$ cat config.mk
export PLATFORM = sky130hd
export DESIGN_NAME = clock_gate_bank
export DESIGN_NICKNAME = d
export VERILOG_FILES = /design/src/clock_gate_bank_pkg.sv /design/src/clock_gate_bank.sv
export SDC_FILE = /design/constraint.sdc
export NUM_CORES = 1
export LEC_CHECK = 0
export BUFFER_PORTS_ARGS = -buffer_cell sky130_fd_sc_hd__buf_4
export CAP_MARGIN = 20
export CORE_MARGIN = 1.5
export CORE_UTILIZATION = 52
export DETAILED_ROUTE_END_ITERATION = 8
export MAX_ROUTING_LAYER = met4
export PLACE_DENSITY = 0.79
export SYNTH_ARGS = -nofsm -noshare
export SYNTH_HDL_FRONTEND = slang
export SYNTH_SLANG_ARGS = --single-unit
$ cat constraint.sdc
create_clock -name core_clk -period 2.87 [get_ports core_clk]
set_clock_uncertainty 0.15 [all_clocks]
set_input_delay 0.574 -clock core_clk [delete_from_list [all_inputs] [get_ports core_clk]]
set_output_delay 0.574 -clock core_clk [all_outputs]
set_load 0.1 [all_outputs]
$ cat src/clock_gate_bank_pkg.sv
package clock_gate_bank_pkg;

	// ========================================================
	// Register map (byte addresses)
	// ========================================================
	localparam logic [11:0] RUN_GATE_OFFSET   = 12'h100;
	localparam logic [11:0] SLEEP_GATE_OFFSET = 12'h110;
	localparam logic [11:0] DEEP_GATE_OFFSET  = 12'h120;
	localparam logic [11:0] CLOCK_CFG_OFFSET  = 12'h130;
	localparam logic [11:0] POWER_MODE_OFFSET = 12'h134;
	localparam logic [11:0] IRQ_STATUS_OFFSET = 12'h138;
	localparam logic [11:0] IRQ_MASK_OFFSET   = 12'h13C;

	// ========================================================
	// Gate word layout
	// ========================================================
	localparam int WDOG_B_BIT    = 28;
	localparam int BUSCTL_B_BIT  = 25;
	localparam int BUSCTL_A_BIT  = 24;
	localparam int CONV_B_BIT    = 17;
	localparam int CONV_A_BIT    = 16;
	localparam int RATE_B_LSB    = 10;
	localparam int RATE_A_LSB    = 8;
	localparam int HIB_BIT       = 6;
	localparam int WDOG_A_BIT    = 3;
	localparam int NUM_UNITS     = 7;

	// Writable bits: 28, 25:24, 17:16, 11:8, 6, 3
	localparam logic [31:0] GATE_WRITE_MASK = 32'h1303_0F48;
	localparam logic [31:0] LOW_POWER_RESET = 32'h0000_0040;
	localparam logic [31:0] RUN_RESET       = 32'h0000_0000;
	localparam logic [1:0]  RATE_ONE_MSPS   = 2'h3;

	// Clock config and interrupt layout
	localparam int AUTO_GATE_BIT = 0;
	localparam int IRQ_FAULT_BIT = 0;
	localparam int IRQ_MODE_BIT  = 1;
	localparam logic [31:0] IRQ_WRITE_MASK = 32'h0000_0003;

	// Power mode encoding on the mode register and the input
	typedef enum logic [2:0] {
		MODE_RUN   = 3'b001,
		MODE_SLEEP = 3'b010,
		MODE_DEEP  = 3'b100
	} power_mode_e;

	// AHB transfer types
	localparam logic [1:0] HTRANS_NONSEQ = 2'b10;
	localparam logic [1:0] HTRANS_SEQ    = 2'b11;

endpackage

$ cat src/clock_gate_bank.sv
// The AHB-Lite interface to the registers was left to the implementer.
`timescale 1ns/1ps
// Operation
// - Gate bit set in the active register keeps that unit clocked.
// - Gate bit clear stops unit clock; accesses to it get a bus fault.
// - Deep-sleep register chooses clocked units while in Deep-Sleep.
// - Run, sleep and deep-sleep gate registers share one layout.
// - Low-power registers act only when auto gating select is set.
// - Gate bits reset to zero unless another reset value is given.
// - Sleep and deep-sleep registers reset to word 0x00000040.
// - Bit 28 gates the second watchdog.
// - Bits 25 and 24 gate the second and first bus controllers.
// - Bits 17 and 16 gate the second and first converters.
// - Bit 6 gates the hibernation unit.
// - Bit 3 gates the first watchdog.
// - Bits 11:10 give second converter rate; code 3 is one MSPS.
// - Bits 9:8 give first converter rate, same encoding.
// - Reserved bits read zero; software preserves them.
module clock_gate_bank
	import clock_gate_bank_pkg::*;
(
	// Clock and reset
	input  wire logic                 core_clk,
	input  wire logic                 sys_rst,
	// AHB-Lite slave
	input  wire logic                 hsel,
	input  wire logic [11:0]          haddr,
	input  wire logic [1:0]           htrans,
	input  wire logic                 hwrite,
	input  wire logic [2:0]           hsize,
	input  wire logic [31:0]          hwdata,
	input  wire logic                 hready,
	output logic      [31:0]          hrdata,
	output logic                      hreadyout,
	output logic                      hresp,
	// Power mode request from the power controller
	input  wire logic [2:0]           power_mode_in,
	// Peripheral access attempts (one bit per unit, gate order)
	input  wire logic [NUM_UNITS-1:0] unit_access,
	// Gated clock enables, bus faults and sample rates
	output logic      [NUM_UNITS-1:0] unit_clk_en,
	output logic      [NUM_UNITS-1:0] unit_bus_fault,
	output logic      [1:0]           converter_a_sample_rate,
	output logic      [1:0]           converter_b_sample_rate,
	// Interrupt
	output logic                      irq
);

	// ========================================================
	// Helpers
	// ========================================================
	// Pick the seven gate bits out of a gate word, fixed order
	function automatic logic [NUM_UNITS-1:0] gate_bits(
		input logic [31:0] w
	);
		gate_bits = {w[WDOG_B_BIT], w[BUSCTL_B_BIT], w[BUSCTL_A_BIT],
			w[CONV_B_BIT], w[CONV_A_BIT], w[HIB_BIT], w[WDOG_A_BIT]};
	endfunction

	// Masked update of a writable register
	function automatic logic [31:0] masked_write(
		input logic [31:0] old_v,
		input logic [31:0] new_v,
		input logic [31:0] mask
	);
		masked_write = (old_v & ~mask) | (new_v & mask);
	endfunction

	// ========================================================
	// Registers
	// ========================================================
	logic [31:0]          run_gate_q;
	logic [31:0]          sleep_gate_q;
	logic [31:0]          deep_gate_q;
	logic                 auto_gate_q;
	logic [2:0]           mode_q;
	logic [1:0]           irq_status_q;
	logic [1:0]           irq_mask_q;
	logic [2:0]           mode_sync1_q;
	logic [2:0]           mode_sync2_q;
	logic [NUM_UNITS-1:0] acc_sync1_q;
	logic [NUM_UNITS-1:0] acc_sync2_q;
	logic                 wr_pend_q;
	logic [11:0]          addr_q;
	logic [31:0]          hrdata_q;
	logic [NUM_UNITS-1:0] clk_en_q;
	logic [NUM_UNITS-1:0] fault_q;
	logic [1:0]           rate_a_q;
	logic [1:0]           rate_b_q;
	logic                 irq_q;

	// ========================================================
	// Bus decode
	// ========================================================
	// Address phase taken when selected and the bus is ready
	wire logic addr_valid = hsel && hready &&
		(htrans == HTRANS_NONSEQ || htrans == HTRANS_SEQ);
	wire logic do_write   = addr_valid && hwrite;
	wire logic do_read    = addr_valid && !hwrite;

	// Write strobes, applied in the data phase
	wire logic wr_run   = wr_pend_q && addr_q == RUN_GATE_OFFSET;
	wire logic wr_sleep = wr_pend_q && addr_q == SLEEP_GATE_OFFSET;
	wire logic wr_deep  = wr_pend_q && addr_q == DEEP_GATE_OFFSET;
	wire logic wr_cfg   = wr_pend_q && addr_q == CLOCK_CFG_OFFSET;
	wire logic wr_mask  = wr_pend_q && addr_q == IRQ_MASK_OFFSET;
	// Status is read-to-clear; the read is taken in the address phase
	wire logic rd_stat  = do_read && haddr == IRQ_STATUS_OFFSET;

	// Read mux; unmapped and reserved bits read zero
	logic [31:0] rd_mux;
	assign rd_mux =
		(haddr == RUN_GATE_OFFSET)   ? run_gate_q :
		(haddr == SLEEP_GATE_OFFSET) ? sleep_gate_q :
		(haddr == DEEP_GATE_OFFSET)  ? deep_gate_q :
		(haddr == CLOCK_CFG_OFFSET)  ? {31'h0, auto_gate_q} :
		(haddr == POWER_MODE_OFFSET) ? {29'h0, mode_q} :
		(haddr == IRQ_STATUS_OFFSET) ? {30'h0, irq_status_q} :
		(haddr == IRQ_MASK_OFFSET)   ? {30'h0, irq_mask_q} :
		32'h0000_0000;

	// ========================================================
	// Gate selection
	// ========================================================
	// low-power words only with auto gating
	wire logic use_low = auto_gate_q;
	// run word when auto gating is off
	wire logic [31:0] active_word =
		(use_low && mode_q == MODE_DEEP)  ? deep_gate_q :
		(use_low && mode_q == MODE_SLEEP) ? sleep_gate_q :
		run_gate_q;
	wire logic [NUM_UNITS-1:0] active_gates = gate_bits(active_word);
	// fault on access to gated unit
	wire logic [NUM_UNITS-1:0] fault_now = acc_sync2_q & ~active_gates;
	wire logic fault_event = |fault_now;
	wire logic mode_event  = mode_sync2_q != mode_q;
	wire logic mode_legal  = mode_sync2_q == MODE_RUN ||
		mode_sync2_q == MODE_SLEEP || mode_sync2_q == MODE_DEEP;

	// Sticky events; a new event wins over the read clear
	logic [1:0] ev_vec;
	assign ev_vec[IRQ_FAULT_BIT] = fault_event;
	assign ev_vec[IRQ_MODE_BIT]  = mode_event && mode_legal;
	wire logic [1:0] stat_d =
		(rd_stat ? 2'b00 : irq_status_q) | ev_vec;

	// ========================================================
	// Next values
	// ========================================================
	// Every register fed from these next values loads on each clock, no enables
	// Gate words take the masked write at the end of the data phase
	logic [31:0] run_gate_d;
	logic [31:0] sleep_gate_d;
	logic [31:0] deep_gate_d;
	logic [31:0] mask_word;
	logic        auto_gate_d;
	logic [2:0]  mode_d;
	logic [1:0]  irq_mask_d;
	logic        irq_d;

	assign run_gate_d   = wr_run ?
		masked_write(run_gate_q, hwdata, GATE_WRITE_MASK) : run_gate_q;
	assign sleep_gate_d = wr_sleep ?
		masked_write(sleep_gate_q, hwdata, GATE_WRITE_MASK) : sleep_gate_q;
	assign deep_gate_d  = wr_deep ?
		masked_write(deep_gate_q, hwdata, GATE_WRITE_MASK) : deep_gate_q;

	// Only the selector bit of the config word is kept
	assign auto_gate_d = wr_cfg ? hwdata[AUTO_GATE_BIT] : auto_gate_q;
	// Illegal codes ignored; a runt code while one-hot bits skew
	// through the synchroniser must not end the current mode
	assign mode_d = mode_legal ? mode_sync2_q : mode_q;

	// Mask word shares the status layout
	assign mask_word  = masked_write({30'h0, irq_mask_q}, hwdata,
		IRQ_WRITE_MASK);
	assign irq_mask_d = wr_mask ? mask_word[1:0] : irq_mask_q;
	// From the next status, so a read clear drops the pin at once
	assign irq_d      = |(stat_d & irq_mask_q);

	// ========================================================
	// Input synchronisers
	// ========================================================
	// Mode request comes from the power controller's domain
	always_ff @(posedge core_clk) begin
		if (sys_rst) begin
			mode_sync1_q <= MODE_RUN;
			mode_sync2_q <= MODE_RUN;
		end else begin
			mode_sync1_q <= power_mode_in;
			mode_sync2_q <= mode_sync1_q;
		end
	end

	// Access strobes are async; only the second stage is decoded
	always_ff @(posedge core_clk) begin
		if (sys_rst) begin
			acc_sync1_q <= '0;
			acc_sync2_q <= '0;
		end else begin
			acc_sync1_q <= unit_access;
			acc_sync2_q <= acc_sync1_q;
		end
	end

	// ========================================================
	// Bus pipeline
	// ========================================================
	// Zero-wait slave: a write is held over into its data phase
	// Transfer size is not decoded; only whole words are offered
	always_ff @(posedge core_clk) begin
		if (sys_rst) begin
			wr_pend_q <= 1'b0;
		end else begin
			wr_pend_q <= do_write;
		end
	end

	// Address kept for the write strobes of the data phase
	always_ff @(posedge core_clk) begin
		if (sys_rst) begin
			addr_q <= '0;
		end else if (addr_valid) begin
			addr_q <= haddr;
		end
	end

	// Read data stands from its data phase until the next read,
	// so a read-to-clear value cannot change under the master
	always_ff @(posedge core_clk) begin
		if (sys_rst) begin
			hrdata_q <= '0;
		end else if (do_read) begin
			hrdata_q <= rd_mux;
		end
	end

	// ========================================================
	// Gate registers
	// ========================================================
	// run gates reset zero
	// Every unit starts unclocked until software enables it
	always_ff @(posedge core_clk) begin
		if (sys_rst) begin
			run_gate_q <= RUN_RESET;
		end else begin
			run_gate_q <= run_gate_d;
		end
	end

	// sleep word 0x40
	// Hibernate stays clocked in Sleep once auto gating is set
	always_ff @(posedge core_clk) begin
		if (sys_rst) begin
			sleep_gate_q <= LOW_POWER_RESET;
		end else begin
			sleep_gate_q <= sleep_gate_d;
		end
	end

	// deep-sleep word 0x40
	// Same reset word as Sleep, hibernate kept alive once auto gating is set
	always_ff @(posedge core_clk) begin
		if (sys_rst) begin
			deep_gate_q <= LOW_POWER_RESET;
		end else begin
			deep_gate_q <= deep_gate_d;
		end
	end

	// ========================================================
	// Config, mode and interrupt registers
	// ========================================================
	// Auto gating off, so run gates rule until software opts in
	always_ff @(posedge core_clk) begin
		if (sys_rst) begin
			auto_gate_q <= 1'b0;
		end else begin
			auto_gate_q <= auto_gate_d;
		end
	end

	// Effective mode; run out of reset
	// Lags the pin by three edges, the price of safe crossing
	always_ff @(posedge core_clk) begin
		if (sys_rst) begin
			mode_q <= MODE_RUN;
		end else begin
			mode_q <= mode_d;
		end
	end

	// Sticky status; an event wins over the read clear
	// Hardware sets, a read of the status word clears
	always_ff @(posedge core_clk) begin
		if (sys_rst) begin
			irq_status_q <= '0;
		end else begin
			irq_status_q <= stat_d;
		end
	end

	// Interrupt mask; all sources masked out of reset
	always_ff @(posedge core_clk) begin
		if (sys_rst) begin
			irq_mask_q <= '0;
		end else begin
			irq_mask_q <= irq_mask_d;
		end
	end

	// ========================================================
	// Outputs
	// ========================================================
	// clock while gate set
	// Registered so a unit never sees a runt enable
	always_ff @(posedge core_clk) begin
		if (sys_rst) begin
			clk_en_q <= '0;
		end else begin
			clk_en_q <= active_gates;
		end
	end

	// fault per access
	// Level for every cycle an access meets a gated unit
	always_ff @(posedge core_clk) begin
		if (sys_rst) begin
			fault_q <= '0;
		end else begin
			fault_q <= fault_now;
		end
	end

	// first and second converter rates
	// Codes pass through; keeping them legal is software's job
	always_ff @(posedge core_clk) begin
		if (sys_rst) begin
			rate_a_q <= '0;
			rate_b_q <= '0;
		end else begin
			rate_b_q <= active_word[RATE_B_LSB +: 2];
			rate_a_q <= active_word[RATE_A_LSB +: 2];
		end
	end

	// Level interrupt, updated on the same edge as the status
	// A mask write shows on the pin one cycle after it lands
	always_ff @(posedge core_clk) begin
		if (sys_rst) begin
			irq_q <= 1'b0;
		end else begin
			irq_q <= irq_d;
		end
	end

	// Bus answers at once and never faults
	assign hrdata                  = hrdata_q;
	assign hreadyout               = 1'b1;
	assign hresp                   = 1'b0;
	assign unit_clk_en             = clk_en_q;
	assign unit_bus_fault          = fault_q;
	assign converter_a_sample_rate = rate_a_q;
	assign converter_b_sample_rate = rate_b_q;
	assign irq                     = irq_q;

endmodule

==> results of run 1 <==
-- flip-flops by register name, indices dropped and copies added (netlist names), 3 cells and up --
signal,count
sleep_gate_q,11
mode_sync1_q,3
deep_gate_q,11
mode_q,3
unit_clk_en,7
addr_q,12
hrdata,15
run_gate_q,11
acc_sync1_q,7
acc_sync2_q,7
mode_sync2_q,3
unit_bus_fault,7
-- through the flow --
step | hold slack (ns) | instances | utilization (%) | power [mW]
5_1_grt | 0.241 | 662 | 64.3 | 2.66
3_5_place_dp | 0.254 | 646 | 62.2 | 1.76
4_1_cts | 0.246 | 662 | 64.3 | 2.58
3_3_place_gp | 0.245 | 646 | 62.2 | 1.75
6_report | 0.253 | 662 | 64.3 | 2.57
2_1_floorplan | 0.239 | 487 | - | 1.68
-- critical path: stages, from the launching register on --
cell and delay, ns:
dfxtp_1 0.57, and4bb_2 0.33, mux2i_1 0.10, a31oi_1 0.36
a21bo_1 0.27, nor3_2 0.21, nor2_1 0.06
-- power groups by stage --
stage / sequential [mW] / combinational, mW / clock, mW
after CTS: 1.54 / 0.191 / 0.857
after global routing: 1.54 / 0.206 / 0.921
after global placement: 1.57 / 0.186 / 0
final: 1.54 / 0.191 / 0.842
after detailed placement: 1.57 / 0.190 / 0
after floorplan: 1.58 / 0.0962 / 0
-- cell families after synthesis --
logic type,count (synthesis),share of synthesized area (%)
AO/OA/AOI/OAI,80,10.8
flip-flops,108,48.3
multiplexers,51,11.7
buffers and inverters,53,6.41
AND/OR/NAND/NOR,193,22.6
other,2,0.168
-- worst paths after layout --
path                                              endpoint  slack (ns)                        from  cells past startpoint
worst min-delay path            mode_sync1_q[0]$_SDFF_PP1_        0.25            power_mode_in[0]                      2
worst max-delay path            irq_status_q[0]$_SDFF_PP0_        0.69    auto_gate_q$_SDFFE_PP0P_                      6
worst max register to register  irq_status_q[0]$_SDFF_PP0_        0.69    auto_gate_q$_SDFFE_PP0P_                      6
worst min register to register  mode_sync2_q[0]$_SDFF_PP1_        0.27  mode_sync1_q[0]$_SDFF_PP1_                      1
-- cells in the final DEF, fill, tap and decap left out, drive strengths merged, types with 11 or more instances in the layout --
| cell | n |
|---|---|
| clkbuf | 11 |
| a21oi | 24 |
| nor2b | 23 |
| o21ai | 23 |
| nand2 | 45 |
| mux2i | 50 |
| dfxtp | 108 |
| a22oi | 11 |
| buf | 105 |
| nor2 | 72 |
-- metal layers --
layer,up-vias,track usage (%)
li1,1786,-
met1,1719,28.6
met2,146,38.4
met3,15,4.34
met4,0,8.95
met5,-,-
-- layout make-up --
type	count	area share, %
flip-flops and latches	108	40.7
multi-input cells	326	38.5
repair buffers	105	14.8
clock buffers	11	2.66
well taps	105	2.47
clock inverters	5	0.706
inverters	2	0.141
==> impl_metrics.toml, run 1 <==
[outcome]
status = "finished clean"

[clock_tree]
cts.sinks = 108
ctsHoldBuffers = 0
path_clk_slew_ns = 0.10
insertion_delay_ns = 0.37
numCtsBuffers = 9
clockBufferDepth = 2
cts-resized-gates = 0
cts_root_buffer = "clkbuf_8"
tritoncts = "built"
cts_setup_buffers = 0
h-tree-depth = 3

[route]
wl_met1_um = 4290
drt_iter0_drc = 193
wirelength_um = 9920
routed.top_layer = "met4"
via_per_inst = 5.54
wl_per_cell_um = 15.0
dr_wl_met3_um = 663
via_count = 3666
drtPass1Iterations = 6
drc_errors = 0
ant_nets = 0
met2WireLength_um = 4840

[worst_setup_path]
critPathKind = "flip-flop to flip-flop"
worst_ep_required_time_ns = 2.95
start_kind = "flip-flop"
critPathCaptureType = "flip-flop"
critical_path_arrival_ns = 2.26
critPathMaxFanout = 12

[sta]
clock.fmax_mhz = 459
setup_ws_ns = 0.694
rsz0062_at_grt = "no"
min_period_ns = 2.18
hold_viol_final = 0
fin_setup_tns_ns = 0
finalCritPeriodShare_pct = 75.8
tightest_slew_ns = 0.711
finalSetupViolations = 0
slew_viol_final = 0
slew-limit-headroom_pct = 52.6

[synth]
yosys_warnings = 0
postSynthCellCount = 487
async_reset_ff_share_pct = 0
synth_edf_count = 0
synth_ff_type = "dfxtp_1"
avgSynthCellArea_um2 = 9.18
ys_types = 45
ys_seq_area_share_pct = 48.3
synth_top_area_share_pct = 48.3
synth-seq-cells = 108
syn_area_um2 = 4470
synth_commonest_cells = "dfxtp_1, nor2_1, mux2i_1, nand2_1, clkbuf_1"
yosysMostFrequentCell = "dfxtp_1"
synth_top_area_cell = "dfxtp_1"
ys_top_cells_by_area = "dfxtp_1, mux2i_1, nor2_1"
synth_nets = 551

[job]
maxCapViolations = 0

[place]
dp.final_hpwl_um = 6970
io_buffers = 91
placed_cell_area_um2 = 5130
place.gp.congestion = 0.877
place_ws_ns = 0.301

[cells_and_area]
num_antenna_cells = 0
stdcell_area_um2 = 5310
nNetsFinal = 616
syn_to_final_growth_pct = 18.8
filler_cell_count = 703
drive_above_1_share_pct = 24.4
seqCellArea_um2 = 2160
multi_input_area_um2 = 2050

[pwr]
p_per_area_nw_per_um2 = 483
p_seq_share_pct = 59.8
pwr-share-comb_pct = 7.4
swShare_pct = 24.5
p_switching_mw = 0.629
p_clk_share_pct = 32.8
irDropWorstVdd_v = 0.000282
p_leak_nw = 2.09
intPower_mw = 1.94

[global_routing]
grt_overflow = 0
grt_pass1_wl_um = 15900
grt_max_degree = 74
grt_pass1_vias = 3405
grtUsageTotal_pct = 23.4
antenna_found_initial = 0

[floorplanning]
boundaryPins = 117
design.core.area_um2 = 8260
die-area_um2 = 9170
dieHeight_um = 95.7
row_count = 33
die_w_um = 95.7
initial_core_util_pct = 54.2

[worst_hold_path]
hold_path.class = "input pin to flip-flop"
(Power assumes the default switching activity.)
==> run 2, diff against run 1 <==
==> constraint.sdc (replaced) <==
create_clock -name core_clk -period 2.1 [get_ports core_clk]
set_clock_uncertainty 0.15 [all_clocks]
set_input_delay 0.42 -clock core_clk [delete_from_list [all_inputs] [get_ports core_clk]]
set_output_delay 0.42 -clock core_clk [all_outputs]
set_load 0.1 [all_outputs]
==> run 2 against run 1 <==
Compared with the run above:
- via count is 0.90% lower
- sequential share of layout area is 1.4 points lower
- sequential power is 36% higher
- combinational power is 43% higher
- register-to-register slack worse by 0.57 ns
- critical path type unchanged
- critical endpoint is now deep_gate_q[6]$_SDFFE_PP1P_
==> impl_metrics.toml, run 2 (same netlist as run 1, synthesis figures left out) <==
[clock_tree]
clockBufferDepth = 2
numCtsBuffers = 9
cts.sinks = 108
path_clk_slew_ns = 0.10
insertion_delay_ns = 0.37
tritoncts = "built"
cts_root_buffer = "clkbuf_8"
h-tree-depth = 3
cts_setup_buffers = 0

[worst_setup_path]
path_cells = "nor4b_4 > nand4_1 > nor3b_2 > buf_12 > nor2b_1 > a211o_1"
cp_slowest_cell = "dfxtp_1"
start_kind = "flip-flop"
critPathKind = "flip-flop to flip-flop"
worst_ep_required_time_ns = 2.22
critical_path_arrival_ns = 2.09
critPathMaxFanout = 12
cp_slowest_stage_delay_ns = 0.35
critPathCaptureType = "flip-flop"
r2r.worst_path.cells = 6

[floorplanning]
dieHeight_um = 95.7
boundaryPins = 117
design.core.area_um2 = 8260
die-area_um2 = 9170
row_count = 33
initial_core_util_pct = 54.2
die_w_um = 95.7

[route]
drt_iter0_drc = 193
drtPass1Iterations = 5
drc_errors = 0
ant_nets = 0
wl_per_cell_um = 14.6
via_per_inst = 5.39
wirelength_um = 9810
via_count = 3633

[sta]
clock.fmax_mhz = 506
fin_setup_tns_ns = 0
hold_viol_final = 0
finalSetupViolations = 0
finalCritPeriodShare_pct = 94.1
slew_viol_final = 0
holdWs_ns = 0.0835
slew-limit-headroom_pct = 38.1
min_period_ns = 1.98
rsz0062_at_grt = "no"
tightest_slew_ns = 0.927

[place]
placed_cell_area_um2 = 5280
place.gp.congestion = 0.847
io_buffers = 91
dp.final_hpwl_um = 6980

[global_routing]
grt_pass1_wl_um = 15900
grt_overflow = 0
grt_pass1_vias = 3375
grt_max_degree = 63
antenna_found_initial = 0
grtUsageTotal_pct = 23.3

[cells_and_area]
layout_commonest_cell = "buf_4"
multi_input_area_um2 = 2070
drive_above_1_share_pct = 27.1
seqCellArea_um2 = 2170
filler_cell_count = 687
syn_to_final_growth_pct = 23.2
stdcell_area_um2 = 5510
largest_reg_flops = 15
nNetsFinal = 628
num_antenna_cells = 0
layout_common_cells = "buf_4, dfxtp_1, nor2_1"

[worst_hold_path]
hold_path.class = "input pin to flip-flop"
hold_depth = 2

[pwr]
irDropWorstVdd_v = 0.000412
p_leak_nw = 2.16
total_power_mw = 3.67
p_per_area_nw_per_um2 = 667

[outcome]
status = "finished clean"

[job]
maxCapViolations = 0
## run 2: per-layer routing
layer | GRT usage (%) | share of wire, % | vias up
met2 | 38.3 | 47 | 129
met3 | 3.63 | 5.7 | 19
li1 | - | - | 1809
met1 | 28.9 | 45 | 1676
met4 | 8.95 | 2.0 | 0
met5 | - | 0 | -
## run 2: worst paths after layout
kind                                            startpoint                     endpoint  slack [ns]
worst max register to register     addr_q[11]$_SDFFE_PP0N_  deep_gate_q[6]$_SDFFE_PP1P_        0.12
worst min register to register  mode_sync1_q[0]$_SDFF_PP1_   mode_sync2_q[0]$_SDFF_PP1_        0.27
worst max-delay path               addr_q[11]$_SDFFE_PP0N_  deep_gate_q[6]$_SDFFE_PP1P_        0.12
worst min-delay path                      power_mode_in[0]   mode_sync1_q[0]$_SDFF_PP1_        0.08
## run 2: where the power goes
group | switching (mW) | total, mW | internal [mW]
clock | 0.685 | 1.30 | 0.619
sequential | 0.0175 | 2.10 | 2.08
combinational | 0.160 | 0.274 | 0.115
total | 0.862 | 3.67 | 2.81
## run 2: worst max-delay path, delay by kind of cell (launching register included)
| family | cells | cell delay, ns |
|---|---|---|
| DFF | 1 | 0.35 |
| buffers and inverters | 1 | 0.19 |
| and+or+nand+nor | 4 | 0.92 |
| AOI/OAI and AO/OA | 1 | 0.25 |
## run 2: area by class of cell
class / count / share of cell area, %
multi-input combinational: 326 / 37.5
inverter: 2 / 0.136
sequential: 108 / 39.3
clock buffer: 11 / 2.75
timing repair buffer: 117 / 16.9
tap: 105 / 2.38
clock inverter: 5 / 1.07
## run 2: timing repair
item | CTS | global route
hold endpoints to repair | 0 | 0
endpoints found under the setup margin | 4 | 13
pin swaps | 0 | 2
hold buffers | 0 | 0
gates resized for setup | 1 | 4
## run 2: stage by stage
| stage | cells | setup WS, ns | utilization (%) |
|---|---|---|---|
| after floorplan | 487 | 0.0626 | - |
| after global placement | 658 | -0.137 | 63.9 |
| after detailed placement | 658 | -0.166 | 63.9 |
| after CTS | 674 | 0.0866 | 66.5 |
| after global routing | 674 | 0.000976 | 66.7 |
| final | 674 | 0.124 | 66.7 |
==> run 3, diff against run 2 <==
--- a/config.mk
+++ b/config.mk
@@ -9,6 +9,7 @@
 export CAP_MARGIN = 20
 export CORE_MARGIN = 1.5
 export CORE_UTILIZATION = 52
+export CTS_BUF_LIST = sky130_fd_sc_hd__clkbuf_16
 export DETAILED_ROUTE_END_ITERATION = 8
 export MAX_ROUTING_LAYER = met4
 export PLACE_DENSITY = 0.79
==> run 3 against run 2 <==
Compared with the run above:
- combinational power hardly changed
- register-to-register slack worse by 0.03 ns
- critical endpoint is now sleep_gate_q[6]$_SDFFE_PP1P_
- highest routed layer unchanged
- worst setup slack worse by 0.027 ns
- via count is 0.72% higher
- fmax is 1.3% lower
- largest cell class unchanged
- sequential share of layout area is 0.63 points lower
- critical path depth stayed put
- largest power group unchanged
- routed wire length is 3.3% higher
- die area stayed put
- core utilization is 1.1 points higher
- final cell count stayed put
==> impl_metrics.toml, run 3 (same netlist as run 1, synthesis figures left out) <==
[outcome]
status = "finished clean"

[global_routing]
grtUsageTotal_pct = 23.8
grt.met3_usage_pct = 4.11
gr-usage-met2_pct = 39.3
busiest_layer = "met2"
met1_usage_pct = 29.2
grt_pass1_vias = 3451
grt_max_degree = 63
antenna_found_initial = 0
grt_overflow = 0
grt_pass1_wl_um = 16200

[sta]
fin_setup_tns_ns = 0
slew_viol_final = 0
tightest_slew_ns = 0.922
finalSetupViolations = 0
setup_ws_ns = 0.0972
clock.fmax_mhz = 499
hold_viol_final = 0
finalCritPeriodShare_pct = 95.4
rsz0062_at_grt = "yes"
min_period_ns = 2.00
slew-limit-headroom_pct = 38.4

[place]
dp.final_hpwl_um = 6980
place.gp.congestion = 0.847
io_buffers = 91
place_ws_ns = -0.166
placed_cells_incl_taps = 658

[worst_setup_path]
worst_ep_required_time_ns = 2.18
critical_path_arrival_ns = 2.08
start_kind = "flip-flop"
r2r-end = "sleep_gate_q[6]$_SDFFE_PP1P_"
critPathTopFamily = "simple AND/OR/NAND/NOR gates"
critPathMaxFanout = 12
worstPathBufferInverterCount = 1
path_cells = "nor4b_4 > nand4_1 > nor3b_2 > buf_12 > nor2b_1 > a211o_1"
reg2reg_slack_ns = 0.1
critPathCaptureType = "flip-flop"
cp_slowest_cell = "dfxtp_2"
r2r.worst_path.cells = 6
critPathKind = "flip-flop to flip-flop"
r2r_start = "addr_q[11]$_SDFFE_PP0N_"
cp_slowest_stage_delay_ns = 0.34

[pwr]
p_seq_share_pct = 52.1
p_leak_nw = 2.21
total_power_mw = 4.03
p_switching_mw = 0.914
p_clk_share_pct = 41.1
intPower_mw = 3.11
p_per_area_nw_per_um2 = 719
irDropWorstVdd_v = 0.000518
pwr-share-comb_pct = 6.8
swShare_pct = 22.7

[floorplanning]
initial_core_util_pct = 54.2
die_w_um = 95.7
row_count = 33
dieHeight_um = 95.7
boundaryPins = 117
die-area_um2 = 9170
design.core.area_um2 = 8260

[route]
via_per_inst = 5.43
drt_iter0_drc = 193
via_count = 3659
drtPass1Iterations = 5
wl_per_cell_um = 15.0
drc_errors = 0
ant_nets = 0
wirelength_um = 10100

[cells_and_area]
finalNonFillerCells = 674
nNetsFinal = 628
filler_cell_count = 674
syn_to_final_growth_pct = 25.2
layout_common_cells = "buf_4, dfxtp_1, nor2_1"
final_util_pct = 67.8
layout_commonest_cell = "buf_4"
largest_reg_flops = 15
drive_above_1_share_pct = 27.2
num_antenna_cells = 0

[job]
maxCapViolations = 0

[clock_tree]
ctsHoldBuffers = 0
tritoncts = "built"
numCtsBuffers = 9
insertion_delay_ns = 0.34
cts.sinks = 108
clockBufferDepth = 2
cts_root_buffer = "clkbuf_16"
h-tree-depth = 3
path_clk_slew_ns = 0.07

[worst_hold_path]
hold_start = "power_mode_in[0]"
hold_end = "mode_sync1_q[0]$_SDFF_PP1_"
hold_path.class = "input pin to flip-flop"
hold_depth = 2
run 3: changes by cell type in the layout (fill, tap and decap cells not counted), sizes merged:
cell    previous run  this run
clkbuf            11         9
clkinv             1         3
run 3: stage by stage:
stage,area (um2),hold slack (ns)
floorplan,4470,0.239
global placement,5280,0.246
detailed placement,5280,0.251
CTS,5570,0.109
global route,5600,0.109
finish,5600,0.114
run 3: area by class of cell:
| type | count | area [um2] | area share, % |
|---|---|---|---|
| Inverter | 2 | 7.51 | 0.134 |
| Multi-Input combinational cell | 326 | 2080 | 37.1 |
| Clock inverter | 7 | 66.3 | 1.18 |
| Timing Repair Buffer | 117 | 928 | 16.6 |
| Sequential cell | 108 | 2170 | 38.7 |
| Clock buffer | 9 | 225 | 4.02 |
| Tap cell | 105 | 131 | 2.35 |
run 3: power groups by stage:
stage | combinational, mW | clock (mW) | sequential [mW]
finish | 0.276 | 1.65 | 2.10
global route | 0.296 | 1.76 | 2.10
CTS | 0.275 | 1.67 | 2.10
detailed placement | 0.273 | 0 | 2.14
global placement | 0.269 | 0 | 2.14
floorplan | 0.131 | 0 | 2.16
run 3: repair_timing:
item / in CTS / in global routing
resized for setup: 1 / 7
cloned: 0 / 0
setup buffers: 0 / 0
setup endpoints to repair: 4 / 11
pin swaps: 0 / 3
run 3: worst max-delay path by stage:
| stage | start | to | slack, ns | cells past startpoint |
|---|---|---|---|---|
| 2_1_floorplan | haddr[7] | irq$_SDFF_PP0_ | 0.06 | 6 |
| 3_3_place_gp | haddr[7] | irq_status_q[0]$_SDFF_PP0_ | -0.14 | 7 |
| 3_5_place_dp | haddr[7] | irq$_SDFF_PP0_ | -0.17 | 7 |
| 4_1_cts | auto_gate_q$_SDFFE_PP0P_ | irq_status_q[0]$_SDFF_PP0_ | 0.06 | 7 |
| 5_1_grt | addr_q[11]$_SDFFE_PP0N_ | sleep_gate_q[6]$_SDFFE_PP1P_ | -0.003 | 6 |
| 6_report | addr_q[11]$_SDFFE_PP0N_ | sleep_gate_q[6]$_SDFFE_PP1P_ | 0.1 | 6 |
run 3: per-layer routing:
layer  share of wire, %  wire (um)  vias to the layer above
met5                  0          0                        -
met4                1.2        125                        0
met3                5.5        562                       11
met2                 49       4920                      135
met1                 45       4530                     1705
li1                   -          -                     1808
